### src/expbi_pkg.sv
// Purpose: constants and types for the expansion slot bus interface
// Assumes: 250 MHz system clock, one clock domain
// Notes:   every count is derived from a time or rate printed below
package expbi_pkg;
  typedef enum logic [2:0] {
    EXPBI_FETCH, EXPBI_MEM_RD, EXPBI_MEM_WR, EXPBI_PASSIVE,
    EXPBI_INTA, EXPBI_IO_RD, EXPBI_IO_WR, EXPBI_HALT
  } expbi_cycle_t;

  // status line codes {io_mem, transfer_direction, status_zero}
  localparam logic [2:0] ST_FETCH   = 3'h0;
  localparam logic [2:0] ST_MEM_RD  = 3'h1;
  localparam logic [2:0] ST_MEM_WR  = 3'h2;
  localparam logic [2:0] ST_PASSIVE = 3'h3;
  localparam logic [2:0] ST_INTA    = 3'h4;
  localparam logic [2:0] ST_IO_RD   = 3'h5;
  localparam logic [2:0] ST_IO_WR   = 3'h6;
  localparam logic [2:0] ST_HALT    = 3'h7;

  localparam logic [7:0] NMI_TYPE = 8'h02;

  // address windows
  localparam logic [19:0] PIC_LO   = 20'hE_0000;
  localparam logic [19:0] PIC_HI   = 20'hE_0001;
  localparam logic [19:0] TMR_LO   = 20'hE_0020;
  localparam logic [19:0] TMR_HI   = 20'hE_0023;
  localparam logic [19:0] SLOT_LO  = 20'hE_0000;
  localparam logic [19:0] SLOT_HI  = 20'hE_FFFF;

  // controller level positions
  localparam int LVL_SYNC = 0;
  localparam int LVL_COMM = 1;
  localparam int LVL_TOD  = 2;
  localparam int LVL_PAR  = 3;
  localparam int LVL_EX4  = 4;
  localparam int LVL_EX5  = 5;
  localparam int LVL_KBD  = 6;
  localparam int LVL_VSYN = 7;

  // timing, from rates in kHz and times in ns
  localparam int SYS_CLK_KHZ = 250000;
  localparam int TOD_KHZ     = 100;
  localparam int SER_KHZ     = 1250;
  localparam int PH2_PER_NS  = 1000;
  localparam int CLK_PER_NS  = 4;
  localparam int PH2_HIGH_PC = 40;
  localparam logic [10:0] TOD_HALF = 11'(SYS_CLK_KHZ / (2 * TOD_KHZ));
  localparam logic [10:0] SER_HALF = 11'(SYS_CLK_KHZ / (2 * SER_KHZ));
  localparam logic [7:0]  PH2_CYC  = 8'(PH2_PER_NS / CLK_PER_NS);
  localparam logic [7:0]  PH2_HIGH = 8'(PH2_PER_NS * PH2_HIGH_PC / 100 / CLK_PER_NS);
endpackage

### src/expbi_bridge.sv
// Purpose: system-side logic of the expansion slot bus
// Assumes: processor strobes are synchronous to i_sys_clk
// Notes:   pin outputs are registered, so each lags its source by one clock; the ready pair lags by two
`timescale 1ns/10ps
module expbi_bridge (
  input  wire logic                  i_sys_clk,
  input  wire logic                  i_rst_n,
  input  wire expbi_pkg::expbi_cycle_t i_cycle_kind,
  input  wire logic [19:0]           i_cpu_addr,
  input  wire logic [7:0]            i_cpu_wdata,
  input  wire logic                  i_cpu_ale,
  input  wire logic                  i_cpu_rd,
  input  wire logic                  i_cpu_wr,
  input  wire logic                  i_cpu_den,
  output logic [7:0]                 o_cpu_rdata,
  output logic                       o_cpu_ready,
  input  wire logic                  i_bus_request,
  output logic                       o_bus_grant_ack,
  output logic [11:0]                o_addr_hi,
  output logic [7:0]                 o_muxed_addr_data,
  input  wire logic [7:0]            i_muxed_addr_data,
  output logic                       o_muxed_oe_n,
  output logic                       o_ale,
  output logic                       o_rd_n,
  output logic                       o_wr_n,
  output logic                       o_den_n,
  output logic                       o_io_mem,
  output logic                       o_transfer_direction,
  output logic                       o_status_zero,
  output logic                       o_bus_oe_n,
  input  wire logic                  i_external_wait_ack,
  output logic                       o_ready,
  output logic                       o_slow_phase_clock,
  output logic                       o_slot_select_enable,
  input  wire logic                  i_nmi,
  input  wire logic                  i_instr_end,
  output logic                       o_nmi_take,
  output logic [7:0]                 o_nmi_type,
  input  wire logic                  i_shared_irq_n,
  input  wire logic                  i_parallel_irq_n,
  input  wire logic                  i_serial_adapter_irq_n,
  input  wire logic                  i_expansion_level_four,
  input  wire logic                  i_expansion_level_five,
  input  wire logic                  i_sync_detect_irq,
  input  wire logic                  i_comm_irq,
  input  wire logic                  i_tod_timer_output,
  input  wire logic                  i_keyboard_ready_irq,
  input  wire logic                  i_vertical_sync_irq,
  output logic [7:0]                 o_pic_levels,
  output logic [2:0]                 o_timer_clk,
  output logic [2:0]                 o_timer_gate,
  input  wire logic [1:0]            i_timer_out,
  input  wire logic [1:0]            i_ser_ext_sel,
  input  wire logic [1:0]            i_ser_ext_clk,
  output logic [1:0]                 o_ser_clk,
  output logic                       o_pic_sel,
  output logic                       o_timer_sel,
  input  wire logic                  i_reset_switch,
  output logic                       o_sys_reset
);
  function automatic logic in_span(input logic [19:0] a, input logic [19:0] lo,
                                   input logic [19:0] hi);
    in_span = (a >= lo) && (a <= hi);
  endfunction

  function automatic logic [2:0] status_code(input expbi_pkg::expbi_cycle_t k);
    case (k)
      expbi_pkg::EXPBI_FETCH:  status_code = expbi_pkg::ST_FETCH;
      expbi_pkg::EXPBI_MEM_RD: status_code = expbi_pkg::ST_MEM_RD;
      expbi_pkg::EXPBI_MEM_WR: status_code = expbi_pkg::ST_MEM_WR;
      expbi_pkg::EXPBI_INTA:   status_code = expbi_pkg::ST_INTA;
      expbi_pkg::EXPBI_IO_RD:  status_code = expbi_pkg::ST_IO_RD;
      expbi_pkg::EXPBI_IO_WR:  status_code = expbi_pkg::ST_IO_WR;
      expbi_pkg::EXPBI_HALT:   status_code = expbi_pkg::ST_HALT;
      default:                 status_code = expbi_pkg::ST_PASSIVE;
    endcase
  endfunction

  // ---- bus pins: status, strobes, muxed address/data
  logic        grant_r, grant_nxt, ale_r, ale_nxt;
  logic [2:0]  st_r, st_nxt;
  logic [2:0]  strb_r, strb_nxt;
  logic [11:0] ahi_r, ahi_nxt;
  logic [7:0]  mad_r, mad_nxt, rdat_r, rdat_nxt;
  logic        psel_r, psel_nxt, tsel_r, tsel_nxt;

  // address stays on the muxed lines through the edge where latch falls
  always_comb begin
    grant_nxt = i_bus_request;
    st_nxt    = status_code(i_cycle_kind);
    ale_nxt   = i_cpu_ale;
    strb_nxt  = {~i_cpu_den, ~i_cpu_wr, ~i_cpu_rd};
    ahi_nxt   = i_cpu_addr[19:8];
    mad_nxt   = (i_cpu_ale || ale_r) ? i_cpu_addr[7:0] : i_cpu_wdata;
    rdat_nxt  = i_cpu_rd ? i_muxed_addr_data : rdat_r;
    psel_nxt  = (i_cpu_rd || i_cpu_wr) && in_span(i_cpu_addr, expbi_pkg::PIC_LO,
                                                  expbi_pkg::PIC_HI);
    tsel_nxt  = (i_cpu_rd || i_cpu_wr) && in_span(i_cpu_addr, expbi_pkg::TMR_LO,
                                                  expbi_pkg::TMR_HI);
  end

  always_ff @(posedge i_sys_clk or negedge i_rst_n) begin
    if (!i_rst_n) begin
      grant_r <= 1'b0;
      st_r    <= expbi_pkg::ST_PASSIVE;
      ale_r   <= 1'b0;
      strb_r  <= 3'h7;
      ahi_r   <= 12'h000;
      mad_r   <= 8'h00;
      rdat_r  <= 8'h00;
      psel_r  <= 1'b0;
      tsel_r  <= 1'b0;
    end else begin
      grant_r <= grant_nxt;
      st_r    <= st_nxt;
      ale_r   <= ale_nxt;
      strb_r  <= strb_nxt;
      ahi_r   <= ahi_nxt;
      mad_r   <= mad_nxt;
      rdat_r  <= rdat_nxt;
      psel_r  <= psel_nxt;
      tsel_r  <= tsel_nxt;
    end
  end

  assign o_bus_grant_ack      = grant_r;
  assign o_bus_oe_n           = grant_r;
  assign o_muxed_oe_n         = grant_r | ~strb_r[1] ? grant_r : 1'b1; // drive only for writes
  assign {o_io_mem, o_transfer_direction, o_status_zero} = st_r;
  assign o_ale                = ale_r;
  assign {o_den_n, o_wr_n, o_rd_n} = strb_r;
  assign o_addr_hi            = ahi_r;
  assign o_muxed_addr_data    = mad_r;
  assign o_cpu_rdata          = rdat_r;
  assign o_pic_sel            = psel_r;
  assign o_timer_sel          = tsel_r;

  // ---- external acknowledge resync; first stage feeds only the second
  logic wait_s1_r, wait_s2_r;
  always_ff @(posedge i_sys_clk or negedge i_rst_n) begin
    if (!i_rst_n) begin
      wait_s1_r <= 1'b1;
      wait_s2_r <= 1'b1;
    end else begin
      wait_s1_r <= i_external_wait_ack;
      wait_s2_r <= wait_s1_r;
    end
  end
  assign o_cpu_ready = wait_s2_r;
  assign o_ready     = wait_s2_r;

  // ---- non-maskable edge catch; a new edge wins over the take that clears
  logic nmi_prev_r, nmi_prev_nxt, nmi_pend_r, nmi_pend_nxt, nmi_take_r, nmi_take_nxt;
  logic nmi_fall;
  always_comb begin
    nmi_fall     = nmi_prev_r && !i_nmi;
    nmi_prev_nxt = i_nmi;
    nmi_take_nxt = nmi_pend_r && i_instr_end;
    nmi_pend_nxt = nmi_fall || (nmi_pend_r && !nmi_take_nxt);
  end
  always_ff @(posedge i_sys_clk or negedge i_rst_n) begin
    if (!i_rst_n) begin
      nmi_prev_r <= 1'b1;
      nmi_pend_r <= 1'b0;
      nmi_take_r <= 1'b0;
    end else begin
      nmi_prev_r <= nmi_prev_nxt;
      nmi_pend_r <= nmi_pend_nxt;
      nmi_take_r <= nmi_take_nxt;
    end
  end
  assign o_nmi_take = nmi_take_r;
  assign o_nmi_type = expbi_pkg::NMI_TYPE;

  // ---- controller levels; shared request is wired low-active from three sources
  logic [7:0] lvl_r, lvl_nxt;
  logic       rst_out_r;
  always_comb begin
    lvl_nxt = 8'h00;
    lvl_nxt[expbi_pkg::LVL_SYNC] = i_sync_detect_irq;
    lvl_nxt[expbi_pkg::LVL_COMM] = i_comm_irq;
    lvl_nxt[expbi_pkg::LVL_TOD]  = i_tod_timer_output;
    lvl_nxt[expbi_pkg::LVL_PAR]  = !(i_shared_irq_n && i_parallel_irq_n
                                     && i_serial_adapter_irq_n);
    lvl_nxt[expbi_pkg::LVL_EX4]  = i_expansion_level_four;
    lvl_nxt[expbi_pkg::LVL_EX5]  = i_expansion_level_five;
    lvl_nxt[expbi_pkg::LVL_KBD]  = i_keyboard_ready_irq;
    lvl_nxt[expbi_pkg::LVL_VSYN] = i_vertical_sync_irq;
  end
  // reset output comes up set, so power-on is covered without a strap
  always_ff @(posedge i_sys_clk or negedge i_rst_n) begin
    if (!i_rst_n) begin
      lvl_r     <= 8'h00;
      rst_out_r <= 1'b1;
    end else begin
      lvl_r     <= lvl_nxt;
      rst_out_r <= i_reset_switch;
    end
  end
  assign o_pic_levels = lvl_r;
  assign o_sys_reset  = rst_out_r;

  // ---- timer clocks: channels 0,1 serial rate, channel 2 time-of-day rate
  logic [1:0] serclk_r, serclk_nxt;
  genvar g;
  generate
    for (g = 0; g < 3; g++) begin : g_tmr
      localparam logic [10:0] HALF = (g == 2) ? expbi_pkg::TOD_HALF : expbi_pkg::SER_HALF;
      logic [10:0] cnt_r, cnt_nxt;
      logic        clk_r, clk_nxt;
      always_comb begin
        cnt_nxt = (cnt_r == HALF - 11'h001) ? 11'h000 : cnt_r + 11'h001;
        clk_nxt = (cnt_r == HALF - 11'h001) ? !clk_r : clk_r;
      end
      always_ff @(posedge i_sys_clk or negedge i_rst_n) begin
        if (!i_rst_n) begin
          cnt_r <= 11'h000;
          clk_r <= 1'b0;
        end else begin
          cnt_r <= cnt_nxt;
          clk_r <= clk_nxt;
        end
      end
      assign o_timer_clk[g] = clk_r;
    end
  endgenerate

  logic [2:0] gate_r;
  always_comb begin
    serclk_nxt[0] = i_ser_ext_sel[0] ? i_ser_ext_clk[0] : i_timer_out[0];
    serclk_nxt[1] = i_ser_ext_sel[1] ? i_ser_ext_clk[1] : i_timer_out[1];
  end
  always_ff @(posedge i_sys_clk or negedge i_rst_n) begin
    if (!i_rst_n) begin
      serclk_r <= 2'h0;
      gate_r   <= 3'h7;
    end else begin
      serclk_r <= serclk_nxt;
      gate_r   <= 3'h7;
    end
  end
  assign o_ser_clk    = serclk_r;
  assign o_timer_gate = gate_r;

  // ---- slow phase clock and slot select window
  logic [7:0] ph_cnt_r, ph_cnt_nxt;
  logic       ph_r, ph_nxt, cs_r, cs_nxt, seen_r, seen_nxt, ph_fall, e_acc;
  always_comb begin
    ph_fall    = (ph_cnt_r == expbi_pkg::PH2_HIGH - 8'h01);
    ph_cnt_nxt = (ph_cnt_r == expbi_pkg::PH2_CYC - 8'h01) ? 8'h00 : ph_cnt_r + 8'h01;
    ph_nxt     = (ph_cnt_nxt < expbi_pkg::PH2_HIGH);
    e_acc      = (i_cpu_rd || i_cpu_wr)
                 && in_span(i_cpu_addr, expbi_pkg::SLOT_LO, expbi_pkg::SLOT_HI);
    // a window can change only on a falling phase edge
    cs_nxt     = ph_fall ? (seen_r || e_acc) : cs_r;
    seen_nxt   = ph_fall ? 1'b0 : (seen_r || e_acc);
  end
  always_ff @(posedge i_sys_clk or negedge i_rst_n) begin
    if (!i_rst_n) begin
      ph_cnt_r <= 8'h00;
      ph_r     <= 1'b1;
      cs_r     <= 1'b0;
      seen_r   <= 1'b0;
    end else begin
      ph_cnt_r <= ph_cnt_nxt;
      ph_r     <= ph_nxt;
      cs_r     <= cs_nxt;
      seen_r   <= seen_nxt;
    end
  end
  assign o_slow_phase_clock   = ph_r;
  assign o_slot_select_enable = cs_r;
endmodule

### config.mk
export PLATFORM = sky130hd
export DESIGN_NAME = expbi_bridge
export DESIGN_NICKNAME = d
export VERILOG_FILES = /design/src/expbi_pkg.sv /design/src/expbi_bridge.sv
export SDC_FILE = /design/constraint.sdc
export NUM_CORES = 1
export LEC_CHECK = 0
export ABC_CLOCK_PERIOD_IN_PS = 1580
export BUFFER_PORTS_ARGS = -buffer_cell sky130_fd_sc_hd__buf_2
export CORE_MARGIN = 4
export CORE_UTILIZATION = 45
export DETAILED_ROUTE_END_ITERATION = 12
export PLACE_DENSITY = 0.77
export SLEW_MARGIN = 15
export SYNTH_ARGS = -nofsm -noshare
export SYNTH_HDL_FRONTEND = slang
export SYNTH_SLANG_ARGS = --single-unit
export TNS_END_PERCENT = 50
### constraint.sdc
create_clock -name i_sys_clk -period 1.58 [get_ports i_sys_clk]
set_input_delay 0.316 -clock i_sys_clk [delete_from_list [all_inputs] [get_ports i_sys_clk]]
set_output_delay 0.316 -clock i_sys_clk [all_outputs]
set_load 0.02 [all_outputs]
==> flow_summary.json <==
{
  "run_status": "finished, violations left",
  "failed_checks": "negative setup slack",
  "vias_per_cell": 4.83,
  "finalHoldWorstSlack_ps": 43.8,
  "dr.pass1.iters": 4,
  "via_count_of_the_first_global_routing_pass": 2896,
  "cts_inserted_buffers": 9,
  "power.density_nw_per_um2": 960,
  "post_synth_instance_area_um2": 3940,
  "grt_setup_unrepaired": "true",
  "netlist_top_cells_area": "dfrtp_1 58%, dfstp_2 6.7%, mux2_2 4.9%",
  "finalCritPeriodShare_pct": 106,
  "timing.critical_path.required_ps": 1830,
  "timing.fmax_mhz": 600,
  "clock_tree.buffer_depth": 2,
  "place.detailed.hpwl_mm": 6.43,
  "cts-htree-levels": 3,
  "fin_skew_ps": 7.48,
  "drt.antenna.violating_nets": 0,
  "grt_max_degree": 35,
  "drt-total-wl_mm": 8.31,
  "dr.first_iter.drc_count": 36,
  "ys_top_cells_by_count": "91 x dfrtp_1, 29 x nor2_1, 17 x mux2_2, 17 x xnor2_1, 16 x buf_4",
  "die_outline_width_um": 102,
  "setup_viol_count_final": 3,
  "critical_path.slowest_cell": "or4b_4",
  "drive_gt1_share_pct": 46.8,
  "global_route.overflow_total": 0,
  "timing.final.max_slew_violations": 0,
  "start_util_pct": 47.0,
  "path_cells": "inv_2 > ha_4 > or4b_4 > nor3_4 > o21ai_2 > a22o_1",
  "groute.usage.overall_pct": 16.8,
  "area_growth_pct": 29.0,
  "synthesis.area_per_instance_um2": 12.8,
  "design.die.area_um2": 10300,
  "buffer_ports.inserted": 124,
  "synthesis.instances": 309,
  "num_rows": 33,
  "path_max_fanout": 4,
  "grt_pass1_wl_mm": 13.4,
  "vdd.ir_drop.worst_uv": 541,
  "totalNegativeSetupSlack_ps": -165,
  "floorplan.io_pins": 136,
  "yosys_warnings": 0,
  "num_antenna_cells": 0,
  "post-place-ws_ps": -101,
  "final_core_utilization_pct": 60.7,
  "fillerInstances": 692,
  "ys_dominant_reg_cell": "dfrtp_1",
  "setup.worst_path.class": "reg2reg",
  "place_congestion": 0.777,
  "tritoncts": "yes",
  "leak_nw": 2.46,
  "cts_root_buf": "clkbuf_8",
  "avgRoutedWirePerCell_um": 14.7,
  "synth-seq-cells": 101,
  "clkLatencyLatePin_ps": 360,
  "cts_sinks": 101,
  "finalWorstSetupSlack_ps": -87.0,
  "die_h_um": 102,
  "floorplan.core_area_um2": 8380,
  "drc": 0,
  "layout_min_cycle_time_ps": 1670,
  "async_reset_ff_share_pct": 100,
  "hold_viol_final": 0,
  "finish.net_count": 529,
  "ys_types": 42,
  "num_vias": 2739,
  "critical-path-max-stage-delay_ps": 460,
  "synth_sequential_area_ratio_pct": 64.4,
  "post-synth-top-area-cell": "dfrtp_1",
  "worst_ep_arrival_time_ps": 1920,
  "yosys.cell_count.top_type": "dfrtp_1",
  "netlist.area_leader.share_pct": 57.8,
  "min-delay-path-class": "in2reg",
  "register_area_um2": 2540,
  "multi_input_area_um2": 1310,
  "clk_pin_slew_ps": 100,
  "cap_violations": 0,
  "critical_path.startpoint_type": "register",
  "critical_path.endpoint_type": "register",
  "number_of_synthesized_flops_with_an_enable_pin": 0,
  "grt_antenna_before_repair": 0
}
-- power breakdown --
| part | internal (mW) | switching [mW] | total, mW |
|---|---|---|---|
| clock network | 0.772 | 0.946 | 1.72 |
| registers | 2.68 | 0.0281 | 2.71 |
| logic | 0.173 | 0.283 | 0.456 |
-- kinds of logic (layout without fill, tap and decap cells) --
group / Yosys count / after routing / share of synthesized area [%]
AND/OR/NAND/NOR: 103 / 103 / 14.6
flip-flops: 101 / 101 / 64.4
buffers and inverters: 33 / 177 / 4.67
XOR/XNOR: 31 / 31 / 6.89
multiplexers: 17 / 17 / 4.86
AO/OA/AOI/OAI: 16 / 16 / 2.44
adder cells (fa/ha/maj): 6 / 6 / 1.90
other: 2 / 11 / 0.190
-- cell usage in the layout (no fill, tap or decap), types with 2 or more instances in the layout --
cell type,instances
xor2_1,13
inv_6,3
nand2_1,14
nand4_1,6
nand4b_1,2
ha_1,3
clkbuf_8,9
nor2_2,5
dfstp_2,10
a21oi_1,6
o21ai_0,4
nor2_1,24
or4_1,2
nor3_4,2
nor2b_1,2
xnor2_1,17
nand3_1,14
dfrtp_1,91
buf_4,23
buf_2,123
nand2b_1,2
conb_1,11
nor4_1,3
mux2_2,17
and3_1,2
nor3_1,7
inv_8,2
or3_1,3
or4b_4,2
inv_1,10
ha_2,2
buf_12,2
-- cell type report --
type                            count  share of cell area (%)
Multi-Input combinational cell    184                    25.8
Inverter                           11                   0.812
Tap cell                          105                    2.58
Clock inverter                      7                    1.70
Clock buffer                        9                    2.44
Sequential cell                   101                    50.0
Timing Repair Buffer              150                    16.7
-- sequential cells by signal, summed over array words and instances (netlist names), 2 cells and up --
| name | flops |
|---|---|
| o_cpu_rdata | 8 |
| o_muxed_addr_data | 8 |
| st_r | 3 |
| strb_r | 3 |
| o_addr_hi | 12 |
| o_pic_levels | 8 |
| o_ser_clk | 2 |
| g_tmr.clk_r | 3 |
| g_tmr.cnt_r | 33 |
| ph_cnt_r | 8 |
-- worst paths after layout --
path                              startpoint                 to  slack, ps  depth (start not counted)
hold / removal               i_cycle_kind[0]            st_r[0]         40                          1
setup / recovery           g_tmr[2].cnt_r[1]  g_tmr[2].cnt_r[7]        -90                          6
setup reg to reg           g_tmr[2].cnt_r[1]  g_tmr[2].cnt_r[7]        -90                          6
max in group asynchronous            i_rst_n        o_sys_reset        590                          3
hold reg to reg                    wait_s1_r        o_cpu_ready        360                          0
min in group asynchronous            i_rst_n     o_cpu_rdata[3]        420                          2
-- through the flow --
stage / power [mW] / instances / cell area (µm²)
floorplan: 2.98 / 318 / 3980
global placement: 3.20 / 546 / 4770
detailed placement: 3.22 / 546 / 4770
CTS: 4.95 / 563 / 4990
global route: 5.11 / 567 / 5080
finish: 4.88 / 567 / 5080
-- layer usage --
metal / GRT usage (%) / up-vias / wire (µm)
met5: 0 / - / 0
met3: 6.75 / 12 / 515
met2: 29.4 / 73 / 4460
li1: - / 1306 / -
met4: 4.40 / 0 / 120
met1: 19.1 / 1348 / 3220
-- critical path, delay by kind of cell (launching register included) --
kind | cells | cell delay [ps]
buffers and inverters | 1 | 70
adders and majority gates | 1 | 110
AOI/OAI and AO/OA | 2 | 300
and+or+nand+nor | 2 | 670
DFF | 1 | 400
-- repair_timing --
item | in CTS | in global routing
pin swaps | 1 | 8
setup buffers | 0 | 5
hold buffers | 1 | 0
gates resized for setup | 1 | 16
endpoints found under the hold margin | 22 | 0
setup endpoints to repair | 10 | 23
gates cloned | 0 | 0
(Power assumes the default switching activity.)
